**src/design/host_port_regs.vh**
```
// register map, field positions, reset values and codes of the host byte port
`ifndef HOST_PORT_REGS_VH
`define HOST_PORT_REGS_VH

// software register byte offsets
`define REG_CTRL_OFS 8'h00
`define REG_STATUS_OFS 8'h04
`define REG_MASK_OFS 8'h08
`define REG_POINTER_OFS 8'h0C
`define REG_TXCTRL_OFS 8'h10

// control register fields
`define CTRL_AUTO_INC_BIT 0
`define CTRL_RESET 32'h0000_0000

// interrupt cause bits, shared by status and mask
`define IRQ_WIDTH 4
`define IRQ_HOST_WRITE_BIT 0
`define IRQ_HOST_READ_BIT 1
`define IRQ_TX_READY_BIT 2
`define IRQ_RX_READY_BIT 3
`define STATUS_RESET 4'h0
`define MASK_RESET 4'h0

`define POINTER_RESET 16'h0000
`define TXCTRL_RESET 8'h00

// host register codes on the two select lines
`define HREG_ADDR_LO 2'h0
`define HREG_ADDR_HI 2'h1
`define HREG_DATA_INCR 2'h2
`define HREG_DATA_PLAIN 2'h3

// bus responses
`define RESP_OKAY 2'h0
`define RESP_SLVERR 2'h2

`endif

```
**src/design/sync_stage.v**
```verilog
// two flip-flop synchroniser for a group of level inputs
`default_nettype none

module sync_stage #(
  parameter WIDTH = 1
) (
  input wire clk,
  input wire nrst,
  input wire [WIDTH-1:0] d,
  output reg [WIDTH-1:0] q
);

  // first stage feeds only the second
  reg [WIDTH-1:0] meta_r;

  always @(posedge clk or negedge nrst) begin
    if (!nrst) begin
      meta_r <= {WIDTH{1'b0}};
      q <= {WIDTH{1'b0}};
    end else begin
      meta_r <= d;
      q <= meta_r;
    end
  end

endmodule

`default_nettype wire

```
**src/design/axil_slave.v**
```verilog
// axi4-lite slave handshake; register decode stays with the caller
`include "host_port_regs.vh"
`default_nettype none

module axil_slave (
  input wire clk,
  input wire nrst,
  input wire [7:0] awaddr,
  input wire awvalid,
  output reg awready,
  input wire [31:0] wdata,
  input wire [3:0] wstrb,
  input wire wvalid,
  output reg wready,
  output reg [1:0] bresp,
  output reg bvalid,
  input wire bready,
  input wire [7:0] araddr,
  input wire arvalid,
  output reg arready,
  output reg [31:0] rdata,
  output reg [1:0] rresp,
  output reg rvalid,
  input wire rready,
  output reg wrEn,
  output reg [7:0] wrAddr,
  output reg [31:0] wrData,
  output reg [3:0] wrStrb,
  input wire wrErr,
  output reg [7:0] rdAddr,
  input wire [31:0] rdData,
  input wire rdErr
);

  reg awTaken_r;
  reg wTaken_r;
  reg rdPend_r;

  wire awFire = awvalid && awready;
  wire wFire = wvalid && wready;
  wire awHave = awTaken_r || awFire;
  wire wHave = wTaken_r || wFire;

  ////////////////////////////////////////////////////////////////
  always @(posedge clk or negedge nrst) begin
    if (!nrst) begin
      awready <= 1'b1;
      wready <= 1'b1;
      awTaken_r <= 1'b0;
      wTaken_r <= 1'b0;
      bvalid <= 1'b0;
      bresp <= `RESP_OKAY;
      wrEn <= 1'b0;
      wrAddr <= 8'h00;
      wrData <= 32'h0000_0000;
      wrStrb <= 4'h0;
    end else begin
      wrEn <= 1'b0;
      if (awFire) begin
        wrAddr <= awaddr;
        awready <= 1'b0;
      end
      if (wFire) begin
        wrData <= wdata;
        wrStrb <= wstrb;
        wready <= 1'b0;
      end
      awTaken_r <= awHave;
      wTaken_r <= wHave;
      // one write in flight: both halves present, then apply
      if (awTaken_r && wTaken_r && !bvalid && !wrEn) begin
        wrEn <= 1'b1;
      end
      if (wrEn) begin
        bvalid <= 1'b1;
        bresp <= wrErr ? `RESP_SLVERR : `RESP_OKAY;
      end
      if (bvalid && bready) begin
        bvalid <= 1'b0;
        awTaken_r <= 1'b0;
        wTaken_r <= 1'b0;
        awready <= 1'b1;
        wready <= 1'b1;
      end
    end
  end

  ////////////////////////////////////////////////////////////////
  always @(posedge clk or negedge nrst) begin
    if (!nrst) begin
      arready <= 1'b1;
      rdPend_r <= 1'b0;
      rdAddr <= 8'h00;
      rvalid <= 1'b0;
      rdata <= 32'h0000_0000;
      rresp <= `RESP_OKAY;
    end else begin
      rdPend_r <= 1'b0;
      if (arvalid && arready) begin
        rdAddr <= araddr;
        arready <= 1'b0;
        rdPend_r <= 1'b1;
      end
      if (rdPend_r) begin
        rvalid <= 1'b1;
        rdata <= rdData;
        rresp <= rdErr ? `RESP_SLVERR : `RESP_OKAY;
      end
      if (rvalid && rready) begin
        rvalid <= 1'b0;
        arready <= 1'b1;
      end
    end
  end

endmodule

`default_nettype wire

```
**src/design/host_byte_port.v**
```verilog
// byte-wide host access port with indirect pointer, management ready flags and interrupt
//
// The AXI4-Lite register port and the address map were decided locally.
`include "host_port_regs.vh"
`default_nettype none

module host_byte_port #(
  parameter ADDR_W = 16,
  parameter FLAGS = 8
) (
  input wire clk,
  input wire nrst,
  input wire portSelectN,
  input wire readNotWrite,
  input wire hostRegSelectHi,
  input wire hostRegSelectLo,
  input wire dmaModeN,
  input wire [7:0] hostByteIn,
  output reg [7:0] hostByteOut,
  output reg hostByteOeN,
  output reg hostReadyNOut,
  output reg hostReadyOeN,
  output reg hostIrq,
  output reg mgmtRxReady,
  output reg mgmtTxReady,
  input wire rxBufEmpty,
  input wire [FLAGS-1:0] eofFlags,
  input wire [FLAGS-1:0] sofFlags,
  output reg intReq,
  output reg intWe,
  output reg [1:0] intSel,
  output reg [ADDR_W-1:0] intAddr,
  output reg [7:0] intWdata,
  input wire [7:0] intRdata,
  input wire intAck,
  input wire [7:0] awaddr,
  input wire awvalid,
  output wire awready,
  input wire [31:0] wdata,
  input wire [3:0] wstrb,
  input wire wvalid,
  output wire wready,
  output wire [1:0] bresp,
  output wire bvalid,
  input wire bready,
  input wire [7:0] araddr,
  input wire arvalid,
  output wire arready,
  output wire [31:0] rdata,
  output wire [1:0] rresp,
  output wire rvalid,
  input wire rready
);

  localparam [2:0] ST_IDLE = 3'h0;
  localparam [2:0] ST_WRWAIT = 3'h1;
  localparam [2:0] ST_ACCESS = 3'h2;
  localparam [2:0] ST_RDHOLD = 3'h3;
  localparam [2:0] ST_RDYLO = 3'h4;
  localparam [2:0] ST_RDYHI = 3'h5;

  wire rstN;
  wire [12:0] pinSync;
  // select is stored inverted so that the synchroniser's reset value reads as idle
  wire selNS = !pinSync[12];
  wire rnwS = pinSync[11];
  wire selHiS = pinSync[10];
  wire selLoS = pinSync[9];
  wire dmaNS = pinSync[8];
  wire [7:0] byteS = pinSync[7:0];

  reg [2:0] state_r, state_nxt;
  reg isRead_r, isRead_nxt;
  reg [1:0] reg_r, reg_nxt;
  reg [7:0] wrByte_r, wrByte_nxt;
  reg [ADDR_W-1:0] pointer_r, pointer_nxt;
  reg [7:0] byteOut_nxt;
  reg byteOeN_nxt, readyN_nxt, readyOeN_nxt, intReq_nxt;
  reg doneWrite, doneRead;
  reg autoInc_r;
  reg [7:0] txCtrl_r;
  reg [`IRQ_WIDTH-1:0] status_r, mask_r;
  reg txReadyLast_r, rxReadyLast_r;
  reg [1:0] dmaSel;
  reg [`IRQ_WIDTH-1:0] irqSet;
  reg [31:0] regRd;
  reg regRdErr;

  wire wrEn;
  wire [7:0] wrAddr, rdAddr;
  wire [31:0] wrData;
  wire [3:0] wrStrb;
  wire isLocal = (reg_r == `HREG_ADDR_LO) || (reg_r == `HREG_ADDR_HI);
  wire [ADDR_W-1:0] pointerInc = pointer_r + {{(ADDR_W-1){1'b0}}, 1'b1};
  wire [15:0] pointerWide = {{(16-ADDR_W){1'b0}}, pointer_r};
  wire txReadyNow = (|eofFlags) || (|sofFlags) || (|txCtrl_r);
  wire wrLow = wrEn && wrStrb[0];
  wire [`IRQ_WIDTH-1:0] statusClr = (wrLow && wrAddr == `REG_STATUS_OFS) ? wrData[`IRQ_WIDTH-1:0] : {`IRQ_WIDTH{1'b0}};

  ////////////////////////////////////////////////////////////////
  // synchronous reset release
  sync_stage #(.WIDTH(1)) u_rst_sync (.clk(clk), .nrst(nrst), .d(1'b1), .q(rstN));

  sync_stage #(.WIDTH(13)) u_pin_sync (.clk(clk), .nrst(rstN), .q(pinSync),
    .d({~portSelectN, readNotWrite, hostRegSelectHi, hostRegSelectLo, dmaModeN, hostByteIn}));

  axil_slave u_bus (
    .clk(clk), .nrst(rstN), .awaddr(awaddr), .awvalid(awvalid), .awready(awready), .wdata(wdata), .wstrb(wstrb),
    .wvalid(wvalid), .wready(wready), .bresp(bresp), .bvalid(bvalid), .bready(bready), .araddr(araddr),
    .arvalid(arvalid), .arready(arready), .rdata(rdata), .rresp(rresp), .rvalid(rvalid), .rready(rready),
    .wrEn(wrEn), .wrAddr(wrAddr), .wrData(wrData), .wrStrb(wrStrb), .rdAddr(rdAddr), .rdData(regRd), .rdErr(regRdErr),
    .wrErr(!(wrAddr == `REG_CTRL_OFS || wrAddr == `REG_STATUS_OFS || wrAddr == `REG_MASK_OFS ||
             wrAddr == `REG_POINTER_OFS || wrAddr == `REG_TXCTRL_OFS))
  );

  ////////////////////////////////////////////////////////////////
  // host access sequencer
  always @* begin
    state_nxt = state_r;
    isRead_nxt = isRead_r;
    reg_nxt = reg_r;
    wrByte_nxt = wrByte_r;
    pointer_nxt = pointer_r;
    byteOut_nxt = hostByteOut;
    byteOeN_nxt = hostByteOeN;
    readyN_nxt = hostReadyNOut;
    readyOeN_nxt = hostReadyOeN;
    intReq_nxt = intReq;
    doneWrite = 1'b0;
    doneRead = 1'b0;
    dmaSel = autoInc_r ? `HREG_DATA_INCR : `HREG_DATA_PLAIN;
    case (state_r)
      ST_IDLE: begin
        byteOeN_nxt = 1'b1;
        readyOeN_nxt = 1'b1;
        if (!selNS) begin
          isRead_nxt = rnwS;
          wrByte_nxt = byteS;
          // select pins only outside dma mode
          reg_nxt = dmaNS ? {selHiS, selLoS} : dmaSel;
          if (rnwS) begin
            state_nxt = ST_ACCESS;
            intReq_nxt = !(dmaNS && ({selHiS, selLoS} == `HREG_ADDR_LO || {selHiS, selLoS} == `HREG_ADDR_HI));
          end else begin
            state_nxt = ST_WRWAIT;
          end
        end
      end
      ST_WRWAIT: begin
        // write completes after select is raised
        if (selNS) begin
          state_nxt = ST_ACCESS;
          intReq_nxt = !isLocal;
        end
      end
      ST_ACCESS: begin
        if (isLocal || intAck) begin
          intReq_nxt = 1'b0;
          // pointer advances on the incrementing register
          if (reg_r == `HREG_DATA_INCR) begin
            pointer_nxt = pointerInc;
          end
          if (isRead_r) begin
            doneRead = 1'b1;
            // bit seven is msb both ways
            if (reg_r == `HREG_ADDR_LO) begin
              byteOut_nxt = pointerWide[7:0];
            end else if (reg_r == `HREG_ADDR_HI) begin
              byteOut_nxt = pointerWide[15:8];
            end else begin
              byteOut_nxt = intRdata;
            end
            byteOeN_nxt = 1'b0;
            readyN_nxt = 1'b0;
            readyOeN_nxt = 1'b0;
            state_nxt = ST_RDHOLD;
          end else begin
            doneWrite = 1'b1;
            if (reg_r == `HREG_ADDR_LO) begin
              pointer_nxt = {pointer_r[ADDR_W-1:8], wrByte_r};
            end else if (reg_r == `HREG_ADDR_HI) begin
              pointer_nxt = {wrByte_r[ADDR_W-9:0], pointer_r[7:0]};
            end
            readyN_nxt = 1'b0;
            readyOeN_nxt = 1'b0;
            state_nxt = ST_RDYLO;
          end
        end
      end
      ST_RDHOLD: begin
        if (selNS) begin
          byteOeN_nxt = 1'b1;
          readyN_nxt = 1'b1;
          state_nxt = ST_RDYHI;
        end
      end
      ST_RDYLO: begin
        readyN_nxt = 1'b1;
        state_nxt = ST_RDYHI;
      end
      ST_RDYHI: begin
        readyOeN_nxt = 1'b1;
        state_nxt = ST_IDLE;
      end
      default: begin
        state_nxt = ST_IDLE;
        byteOeN_nxt = 1'b1;
        readyOeN_nxt = 1'b1;
        intReq_nxt = 1'b0;
      end
    endcase
    if (wrEn && wrAddr == `REG_POINTER_OFS && state_r == ST_IDLE) begin
      pointer_nxt = wrData[ADDR_W-1:0];
    end
  end

  always @(posedge clk or negedge rstN) begin
    if (!rstN) begin
      state_r <= ST_IDLE;
      isRead_r <= 1'b0;
      reg_r <= `HREG_ADDR_LO;
      wrByte_r <= 8'h00;
      pointer_r <= `POINTER_RESET;
      hostByteOut <= 8'h00;
      hostByteOeN <= 1'b1;
      hostReadyNOut <= 1'b1;
      hostReadyOeN <= 1'b1;
      intReq <= 1'b0;
      intWe <= 1'b0;
      intSel <= `HREG_ADDR_LO;
      intAddr <= {ADDR_W{1'b0}};
      intWdata <= 8'h00;
    end else begin
      state_r <= state_nxt;
      isRead_r <= isRead_nxt;
      reg_r <= reg_nxt;
      wrByte_r <= wrByte_nxt;
      pointer_r <= pointer_nxt;
      hostByteOut <= byteOut_nxt;
      hostByteOeN <= byteOeN_nxt;
      hostReadyNOut <= readyN_nxt;
      hostReadyOeN <= readyOeN_nxt;
      intReq <= intReq_nxt;
      intWe <= !isRead_nxt;
      intSel <= reg_nxt;
      intAddr <= pointer_nxt;
      intWdata <= wrByte_nxt;
    end
  end

  ////////////////////////////////////////////////////////////////
  // software registers and interrupt
  always @* begin
    irqSet = {`IRQ_WIDTH{1'b0}};
    irqSet[`IRQ_HOST_WRITE_BIT] = doneWrite;
    irqSet[`IRQ_HOST_READ_BIT] = doneRead;
    irqSet[`IRQ_TX_READY_BIT] = txReadyNow && !txReadyLast_r;
    irqSet[`IRQ_RX_READY_BIT] = rxBufEmpty && !rxReadyLast_r;
    regRdErr = 1'b0;
    case (rdAddr)
      `REG_CTRL_OFS: regRd = {31'h0000_0000, autoInc_r};
      `REG_STATUS_OFS: regRd = {28'h000_0000, status_r};
      `REG_MASK_OFS: regRd = {28'h000_0000, mask_r};
      `REG_POINTER_OFS: regRd = {16'h0000, pointerWide};
      `REG_TXCTRL_OFS: regRd = {24'h00_0000, txCtrl_r};
      default: begin
        regRd = 32'h0000_0000;
        regRdErr = 1'b1;
      end
    endcase
  end

  always @(posedge clk or negedge rstN) begin
    if (!rstN) begin
      autoInc_r <= 1'b0;
      txCtrl_r <= `TXCTRL_RESET;
      status_r <= `STATUS_RESET;
      mask_r <= `MASK_RESET;
      txReadyLast_r <= 1'b0;
      rxReadyLast_r <= 1'b0;
      hostIrq <= 1'b0;
      mgmtRxReady <= 1'b0;
      mgmtTxReady <= 1'b0;
    end else begin
      if (wrLow && wrAddr == `REG_CTRL_OFS) begin
        autoInc_r <= wrData[`CTRL_AUTO_INC_BIT];
      end
      if (wrLow && wrAddr == `REG_MASK_OFS) begin
        mask_r <= wrData[`IRQ_WIDTH-1:0];
      end
      if (wrLow && wrAddr == `REG_TXCTRL_OFS) begin
        txCtrl_r <= wrData[7:0];
      end
      // cause kept; a new event beats a clear
      status_r <= (status_r & ~statusClr) | irqSet;
      txReadyLast_r <= txReadyNow;
      rxReadyLast_r <= rxBufEmpty;
      hostIrq <= |(status_r & mask_r);
      mgmtRxReady <= rxBufEmpty;
      mgmtTxReady <= txReadyNow;
    end
  end

endmodule

`default_nettype wire

```
**config.mk**
```make
export PLATFORM = sky130hd
export DESIGN_NAME = host_byte_port
export DESIGN_NICKNAME = d
export VERILOG_FILES = /design/src/design/sync_stage.v /design/src/design/axil_slave.v /design/src/design/host_byte_port.v
export VERILOG_INCLUDE_DIRS = /design/src /design/src/design
export SDC_FILE = /design/constraint.sdc
export NUM_CORES = 1
export LEC_CHECK = 0
export BUFFER_PORTS_ARGS = -buffer_cell sky130_fd_sc_hd__buf_2
export CORE_UTILIZATION = 43
export DETAILED_ROUTE_END_ITERATION = 10
export PLACE_DENSITY = 0.67
export SYNTH_ARGS = -nofsm -noshare
export SYNTH_HDL_FRONTEND = slang
export SYNTH_SLANG_ARGS = --single-unit
```
**constraint.sdc**
```tcl
create_clock -name clk -period 5.7 [get_ports clk]
set_clock_uncertainty 0.15 [all_clocks]
set_input_delay 0.57 -clock clk [delete_from_list [all_inputs] [get_ports clk]]
set_output_delay 0.57 -clock clk [all_outputs]
set_load 0.03 [all_outputs]
```
==> results of run 1 <==
==> cell families after synthesis <==
group | after synthesis | share of synthesized area [%]
buf+inv | 65 | 5.34
mux | 70 | 11.6
other cells | 2 | 0.110
simple gates | 152 | 12.3
xor+xnor | 7 | 0.902
fa+ha+maj | 1 | 0.184
flops | 151 | 55.7
compound gates | 147 | 13.9
==> layout by cell type, fill, tap and decap left out, drive strengths merged, types with 4 or more instances in the layout <==
master | netlist | final
nand3 | 9 | 9
a22o | 13 | 13
and3 | 4 | 4
clkbuf | 19 | 19
or4 | 4 | 4
nor3 | 10 | 10
nor2 | 34 | 34
o22a | 4 | 4
xnor2 | 5 | 5
nor4 | 11 | 11
nor2b | 9 | 9
clkinvlp | 0 | 4
dfstp | 6 | 6
dfrtp | 145 | 145
a22oi | 13 | 13
o2bb2ai | 8 | 8
mux2 | 56 | 56
nand4 | 5 | 5
a31oi | 5 | 5
inv | 18 | 22
mux2i | 14 | 14
clkinv | 1 | 6
nand2 | 44 | 44
buf | 27 | 145
a21oi | 42 | 42
conb | 2 | 19
o21ai | 40 | 40
or3 | 4 | 4
==> synthesized netlist by cell type (all sizes together), types with 3 or more instances <==
cell type	number	area share (%)
inv	18	0.99
or4	4	0.50
nand3b	3	0.52
o21ai	40	2.9
mux2	56	9.5
and3	4	0.37
o22a	4	0.52
a22o	13	1.7
nand2	44	2.5
o2bb2ai	8	1.0
nor2b	9	0.83
nor2	34	2.0
a211oi	3	0.33
or3	4	0.37
clkbuf	19	1.2
nor3	10	1.1
nand2b	3	0.28
a31oi	5	0.46
a22oi	13	1.4
a222oi	3	0.44
dfstp	6	2.3
nor4	11	1.0
a21oi	42	3.1
buf	27	3.1
a221oi	3	0.39
mux2i	14	2.1
xnor2	5	0.64
nand4	5	0.77
nand3	9	0.66
dfrtp	145	53
==> routing by layer <==
metal	up-vias	part of all wire, %
li1	2397	-
met1	2624	46
met2	184	47
met3	16	5.5
met4	0	1.2
met5	-	0
==> worst reg2reg max path: stages, from the launching register on <==
cell and delay, ns:
dfrtp_1 0.73, nand4b_1 0.57, nor4_1 0.42, mux2_2 0.38, a222oi_1 0.27, a21oi_1 0.12
==> flip-flops by register name, indices dropped and copies added, names as in the netlist, 2 cells and up <==
| register | flops |
|---|---|
| state_r | 3 |
| status_r | 4 |
| u_bus.rdAddr | 8 |
| u_bus.rdata | 16 |
| wrByte_r | 8 |
| u_pin_sync.meta_r | 13 |
| pointerWide | 16 |
| u_pin_sync.q | 13 |
| txCtrl_r | 8 |
| u_bus.wrAddr | 8 |
| mask_r | 4 |
| reg_r | 2 |
| u_bus.wrData | 16 |
| hostByteOut | 8 |
==> power by group <==
part / switching [mW] / internal, mW
sequential: 0.457 / 1.38
clock: 0.451 / 0.583
combinational: 0.771 / 0.516
==> how the worst max path moves through the flow <==
stage / start / endpoint / slack, ns / depth (start not counted)
6_report: reg_r[0] / pointerWide[13] / 2.91 / 5
5_1_grt: reg_r[0] / pointerWide[13] / 2.83 / 5
4_1_cts: reg_r[0] / pointerWide[12] / 3.02 / 5
3_5_place_dp: reg_r[0] / pointerWide[12] / 3.01 / 5
3_3_place_gp: reg_r[0] / pointerWide[13] / 3.03 / 5
2_1_floorplan: u_rst_sync.q / autoInc_r / 1.04 / 0
==> layout make-up <==
| type | instances | area, um2 |
|---|---|---|
| clock inverter | 13 | 96.3 |
| fill | 1359 | 7180 |
| clock buffer | 19 | 453 |
| tap | 211 | 264 |
| inverter | 19 | 71.3 |
| timing repair buffer | 146 | 741 |
| multi-input combinational | 396 | 2720 |
| sequential | 151 | 3790 |
==> results_dict.tcl, run 1 <==
set metrics [dict create \
    gr-total-overflow 0 \
    status "completed" \
    min_from "hostByteIn[0]" \
    p_leak_nw 3.78 \
    p_per_area_mw_per_mm2 512 \
    tightest_slew_ns 1.04 \
    path_delay_family "simple AND/OR/NAND/NOR gates" \
    ys_ff_latch 151 \
    synth_edf_count 0 \
    fin_tns_setup_ns 0 \
    dpl_cell_area_mm2 0.00757 \
    use_met3_pct 5.05 \
    worstPathRequired_ns 5.83 \
    fin_util_pct 53.1 \
    rsz0062_at_grt "no" \
    cts_buffers 17 \
    wl_per_cell_um 18.2 \
    final_nets 830 \
    dp_cells 922 \
    startpoint_type "register" \
    hold_path_class "in2reg" \
    insertedDiodeCount 0 \
    setup_viol 0 \
    gp_congestion 0.875 \
    cts_buffer_depth 2 \
    fin_cells 955 \
    final_hold_viol_count 0 \
    r2r-start "reg_r[0]" \
    relSlewSlack_pct 30.5 \
    die_w_um 128 \
    synth_ff_type "dfrtp_1" \
    drv_slew 0 \
    postRouteAntennaNets 0 \
    clk_latency_ns 0.42 \
    grt_pass1_wl_um 27600 \
    max_stage_delay_ns 0.73 \
    hold-path-cell-count 1 \
    crit_type "reg2reg" \
    ctsResizeCount 0 \
    synth_cell_types 67 \
    design_area_mm2 0.00813 \
    io_pins 181 \
    synth_area_mm2 0.00680 \
    ys_warn_count 0 \
    period_minus_slack_ns 2.79 \
    fin_hold_ws_ns 0.0984 \
    synthArstFlopShare_pct 100 \
    layout-drive-gt1-share_pct 34.0 \
    p_total_mw 4.16 \
    syn_area_per_cell_um2 11.4 \
    die_h_um 128 \
    rows 45 \
    die_area_mm2 0.0163 \
    htree_levels 4 \
    r2r_slack_ns 2.91 \
    drc_errors 0 \
    clk_pin_slew_ns 0.06 \
    core_area_mm2 0.0153 \
    cp_cell_sequence "nand4b_1, nor4_1, mux2_2, a222oi_1, a21oi_1" \
    hold_buffers 1 \
    hold_end "u_pin_sync.meta_r[0]" \
    setup.worst_path.end_class "register" \
    io_buffers 143 \
    first_iter_violations 407 \
    track_usage_pct 22.4 \
    timing.final.crit_share_pct 48.9 \
    finalWorstSetupSlack_ns 2.91 \
    fmax_mhz 359 \
    grt_pass1_vias 5080 \
    cp.arrival_ns 2.92 \
    wl_um 17400 \
    path_max_fanout 24 \
    dr.pass1.iters 5 \
    slowest_stage "dfrtp_1" \
    via_per_inst 5.47 \
    ir_worst_vdd_v 0.000209 \
    clockRootBuffer "clkbuf_16" \
    busiest_layer "met2" \
    post_cts_buffers 0 \
    clock_sinks 151 \
    syn_to_final_growth_pct 19.6 \
    start_util_pct 44.4 \
    r2r-end "pointerWide[13]" \
    grtUsageMet1_pct 30.5 \
    dp_slack_ns 3.01 \
    cts_tree "done" \
    vias 5221 \
    postSynthCellCount 595 \
    critical_path_buf_inv_count 0 \
    grt_use_met2_pct 35.4 \
    dp_hpwl_um 12500 \
    synth.yosys.seq_area_share_pct 55.7 \
    ff2ff_path_depth 5 \
    antenna_found_initial 0 \
    drv_cap 0 \
    grt_max_degree 86 \
]
(Power assumes the default switching activity.)
==> run 2: changes to the inputs <==
--- a/config.mk
+++ b/config.mk
@@ -9,7 +9,7 @@
 export BUFFER_PORTS_ARGS = -buffer_cell sky130_fd_sc_hd__buf_2
 export CORE_UTILIZATION = 43
 export DETAILED_ROUTE_END_ITERATION = 10
-export PLACE_DENSITY = 0.67
+export PLACE_DENSITY = 0.7
 export SYNTH_ARGS = -nofsm -noshare
 export SYNTH_HDL_FRONTEND = slang
 export SYNTH_SLANG_ARGS = --single-unit
==> constraint.sdc (replaced) <==
create_clock -name clk -period 2.5 [get_ports clk]
set_clock_uncertainty 0.15 [all_clocks]
set_input_delay 0.25 -clock clk [delete_from_list [all_inputs] [get_ports clk]]
set_output_delay 0.25 -clock clk [all_outputs]
set_load 0.03 [all_outputs]
==> run 2 against run 1 <==
Against the previous run:
- register-to-register slack got worse by 2.7 ns
- highest routed layer unchanged
- critical path type unchanged
- critical endpoint is now pointerWide[6]
- sequential power increased by 110%
- wire length grew 6.2%
- clock power rose to 2.5 times the previous value
- global-route usage up 1.4 points
- sequential share of layout area is 5.2 points lower
- critical path depth shrank 1
==> results_dict.tcl, run 2 (synthesized netlist as in run 1, its figures left out) <==
set metrics [dict create \
    status "completed" \
    start_util_pct 44.4 \
    fmax_mhz 442 \
    ctsResizeCount 0 \
    busiest_layer "met2" \
    track_usage_pct 23.8 \
    first_iter_violations 377 \
    final_common_cell "dfrtp_1" \
    core_area_mm2 0.0153 \
    clk_latency_ns 0.42 \
    period_minus_slack_ns 2.26 \
    p_per_area_mw_per_mm2 1100 \
    path_delay_family "compound AO/OA/AOI/OAI gates" \
    fin_tns_setup_ns 0 \
    rsz0062_at_grt "no" \
    drv_cap 0 \
    cts_buffer_depth 2 \
    htree_levels 4 \
    fin_util_pct 59.8 \
    hold_path_class "in2reg" \
    dp_cells 961 \
    clk_pin_slew_ns 0.06 \
    layout-drive-gt1-share_pct 34.4 \
    syn_to_final_growth_pct 34.7 \
    via_per_inst 5.28 \
    fin_cells 1059 \
    cts_buffers 17 \
    gr-total-overflow 0 \
    wl_per_cell_um 17.4 \
    dr.pass1.iters 5 \
    p_total_mw 10.1 \
    die_h_um 128 \
    gp_congestion 0.873 \
    grt_use_met2_pct 38.5 \
    die_w_um 128 \
    critical_path_buf_inv_count 0 \
    wl_um 18500 \
    slowest_stage "or3b_1" \
    ir_worst_vdd_v 0.000575 \
    grt_pass1_wl_um 29400 \
    cp.arrival_ns 2.42 \
    dp_hpwl_um 13400 \
    setup.worst_path.end_class "register" \
    io_pins 181 \
    worstPathRequired_ns 2.66 \
    crit_type "reg2reg" \
    rows 45 \
    drc_errors 0 \
    hold_buffers 66 \
    max_stage_delay_ns 0.56 \
    die_area_mm2 0.0163 \
    postRouteAntennaNets 0 \
    relSlewSlack_pct 51.8 \
    setup_viol 0 \
    grt_max_degree 76 \
    grtUsageMet1_pct 32.8 \
    tightest_slew_ns 0.721 \
    drv_slew 0 \
    clock_sinks 151 \
    p_leak_nw 4.29 \
    cts_tree "done" \
    post_cts_buffers 0 \
    use_met3_pct 4.47 \
    final_nets 934 \
    clockRootBuffer "clkbuf_16" \
    path_max_fanout 7 \
    timing.final.crit_share_pct 90.4 \
    cp_cell_sequence "or3b_1, a211oi_1, a21oi_1, a221o_1" \
    final_hold_viol_count 0 \
    antenna_found_initial 0 \
    final_cell_mix "dfrtp_1, buf_2, dlygate4sd3_1, mux2_2, nand2_1" \
    grt_pass1_vias 5550 \
    vias 5596 \
    startpoint_type "register" \
    io_buffers 143 \
    insertedDiodeCount 0 \
]
run 2: layer usage:
layer	vias up	wire length (um)	share of wire, %
li1	2604	-	-
met5	-	0	0
met4	0	284	1.5
met2	202	8950	48
met3	21	962	5.2
met1	2769	8280	45
run 2: stage by stage:
| step | hold WS [ns] | worst slack [ns] | area, um2 |
|---|---|---|---|
| after floorplan | -0.196 | 0.266 | 6870 |
| after global placement | -0.113 | 0.296 | 7890 |
| after detailed placement | -0.109 | 0.288 | 7890 |
| after CTS | 0.00581 | 0.265 | 9160 |
| after global routing | 0.0234 | 0.100 | 9160 |
| final | 0.0115 | 0.240 | 9160 |
run 2: area by class of cell:
type                       count  area (um2)
multi-input combinational    396        2720
timing repair buffer         250        1710
inverter                      19        71.3
sequential                   151        3790
tap                          211         264
fill                        1318        6160
clock inverter                12         141
clock buffer                  20         467
run 2: worst paths after layout:
kind | from | cells after the start | slack (ns) | endpoint
setup / recovery | state_r[0] | 4 | 0.24 | pointerWide[6]
hold / removal | intRdata[7] | 3 | 0.01 | hostByteOut[7]
setup reg to reg | state_r[0] | 4 | 0.24 | pointerWide[6]
hold reg to reg | u_rst_sync.q | 0 | 0.09 | u_bus.wrAddr[7]
max in group asynchronous | u_rst_sync.q | 1 | 1.36 | hostByteOeN
min in group asynchronous | u_rst_sync.q | 0 | 0.09 | u_bus.wrAddr[7]
run 2: worst min-delay path, stage by stage:
cell     delay (ns)
buf_2          0.08
a21oi_1        0.05
o21ai_0        0.16
run 2: power by group:
group          switching [mW]  total (mW)  leakage (nW)  internal (mW)
Clock                    1.01        2.58         0.293           1.56
Combinational            2.14        3.61          2.16           1.47
Sequential              0.754        3.91          1.83           3.15
Total                    3.91        10.1          4.29           6.19
==> run 3: changes to the inputs <==
--- a/config.mk
+++ b/config.mk
@@ -7,9 +7,12 @@
 export NUM_CORES = 1
 export LEC_CHECK = 0
 export BUFFER_PORTS_ARGS = -buffer_cell sky130_fd_sc_hd__buf_2
-export CORE_UTILIZATION = 43
+export CELL_PAD_IN_SITES_DETAIL_PLACEMENT = 0
+export CELL_PAD_IN_SITES_GLOBAL_PLACEMENT = 1
+export CORE_UTILIZATION = 37
 export DETAILED_ROUTE_END_ITERATION = 10
-export PLACE_DENSITY = 0.7
+export PLACE_DENSITY_LB_ADDON = 0.1
+export SLEW_MARGIN = 20
 export SYNTH_ARGS = -nofsm -noshare
 export SYNTH_HDL_FRONTEND = slang
 export SYNTH_SLANG_ARGS = --single-unit
==> run 3 against run 2 <==
Against the previous run:
- flip-flop and latch count unchanged
- critical path depth rose by 1
- via count shrank 2.0%
- worst setup slack better by 0.017 ns
- wire length up 2.7%
- critical path type unchanged
- total power down 1.3%
- count of clock-buffer cells in the layout is 2 higher
- largest cell class unchanged
==> results_dict.tcl, run 3 (synthesized netlist as in run 1, its figures left out) <==
set metrics [dict create \
    hold_buffers 68 \
    layout-drive-gt1-share_pct 34.1 \
    final_common_cell "dfrtp_1" \
    p_leak_nw 4.28 \
    relSlewSlack_pct 51.0 \
    rows 49 \
    tightest_slew_ns 0.735 \
    postRouteAntennaNets 0 \
    io_pins 181 \
    fmax_mhz 446 \
    clk_latency_ns 0.42 \
    vias 5482 \
    grt_max_degree 54 \
    start_util_pct 37.9 \
    dp_hpwl_um 14200 \
    drc_errors 0 \
    clockRootBuffer "clkbuf_16" \
    grt_pass1_wl_um 29600 \
    final_nets 939 \
    fin_tns_setup_ns 0 \
    cts_buffers 17 \
    dr.pass1.iters 4 \
    gp_congestion 0.871 \
    clk_pin_slew_ns 0.06 \
    drv_slew 0 \
    track_usage_pct 21.3 \
    final_hold_viol_count 0 \
    wl_per_cell_um 17.5 \
    htree_levels 4 \
    gr-total-overflow 0 \
    fill_cells 1695 \
    startpoint_type "register" \
    design_area_mm2 0.00919 \
    first_iter_violations 313 \
    worstPathRequired_ns 2.65 \
    wl_um 19000 \
    cp.arrival_ns 2.40 \
    path_max_fanout 8 \
    timing.final.crit_share_pct 89.7 \
    busiest_layer "met2" \
    setup.worst_path.end_class "register" \
    die_h_um 138 \
    hold_path_class "in2reg" \
    status "completed" \
    grt_pass1_vias 5427 \
    drv_cap 0 \
    period_minus_slack_ns 2.24 \
    ir_worst_vdd_v 0.000505 \
    io_buffers 143 \
    clock_sinks 151 \
    grt_use_met2_pct 33.0 \
    ctsResizeCount 0 \
    grtUsageMet1_pct 29.2 \
    use_met3_pct 5.19 \
    die_area_mm2 0.0189 \
    post_cts_buffers 0 \
    insertedDiodeCount 0 \
    final_cell_mix "dfrtp_1, buf_2, dlygate4sd3_1, mux2_2, nand2_1" \
    core_area_mm2 0.0180 \
    cts_tree "done" \
    crit_type "reg2reg" \
    die_w_um 138 \
    p_per_area_mw_per_mm2 1090 \
    syn_to_final_growth_pct 35.1 \
    antenna_found_initial 0 \
    via_per_inst 5.07 \
    setup_viol 0 \
    rsz0062_at_grt "no" \
    dpl_cell_area_mm2 0.00793 \
    cts_buffer_depth 2 \
]
[run 3: worst paths after layout]
| path | start | endpoint | slack, ns | cells after the start |
|---|---|---|---|---|
| worst max-delay path | u_bus.wrAddr[1] | mask_r[2] | 0.26 | 5 |
| worst min-delay path | eofFlags[2] | status_r[2] | 0.05 | 4 |
| worst max register to register | u_bus.wrAddr[1] | mask_r[2] | 0.26 | 5 |
| worst min register to register | u_pin_sync.meta_r[1] | u_pin_sync.q[1] | 0.20 | 0 |
| max in group asynchronous | u_rst_sync.q | hostReadyNOut | 1.24 | 1 |
| min in group asynchronous | u_rst_sync.q | u_bus.wrData[9] | 0.24 | 0 |
[run 3: report_power, final]
| group | internal, mW | switching, mW |
|---|---|---|
| clock | 1.50 | 0.998 |
| combinational | 1.46 | 2.12 |
| sequential | 3.15 | 0.736 |
| total | 6.11 | 3.86 |
[run 3: layout make-up]
class | count | area, um2 | share of cell area [%]
timing repair buffer | 255 | 1750 | 19.1
clock buffer | 22 | 454 | 4.94
tap | 229 | 287 | 3.12
clock inverter | 10 | 121 | 1.32
sequential | 151 | 3790 | 41.2
inverter | 19 | 71.3 | 0.776
multi-input combinational | 396 | 2720 | 29.5
[run 3: through the flow]
step,util [%],total power [mW],hold slack [ns],instances,worst slack (ns)
after global routing,51.2,10.6,0.0702,1082,0.125
final,51.2,9.97,0.0538,1082,0.256
after CTS,51.2,10.1,0.0428,1082,0.261
after floorplan,-,6.14,-0.196,612,0.266
after global placement,44.2,7.37,-0.115,982,0.316
after detailed placement,44.2,7.44,-0.112,982,0.268
[run 3: critical path, cell delays in order (launching register included)]
cell and delay (ns):
dfrtp_1 0.37, or4b_4 0.55, nor3_4 0.32, and3b_2 0.29
nand3b_4 0.13, mux2_4 0.32
[run 3: metal layers]
metal | share of wire, % | wire (um)
met3 | 5.2 | 978
met5 | 0 | 0
met4 | 1.7 | 325
met1 | 47 | 8960
met2 | 46 | 8710
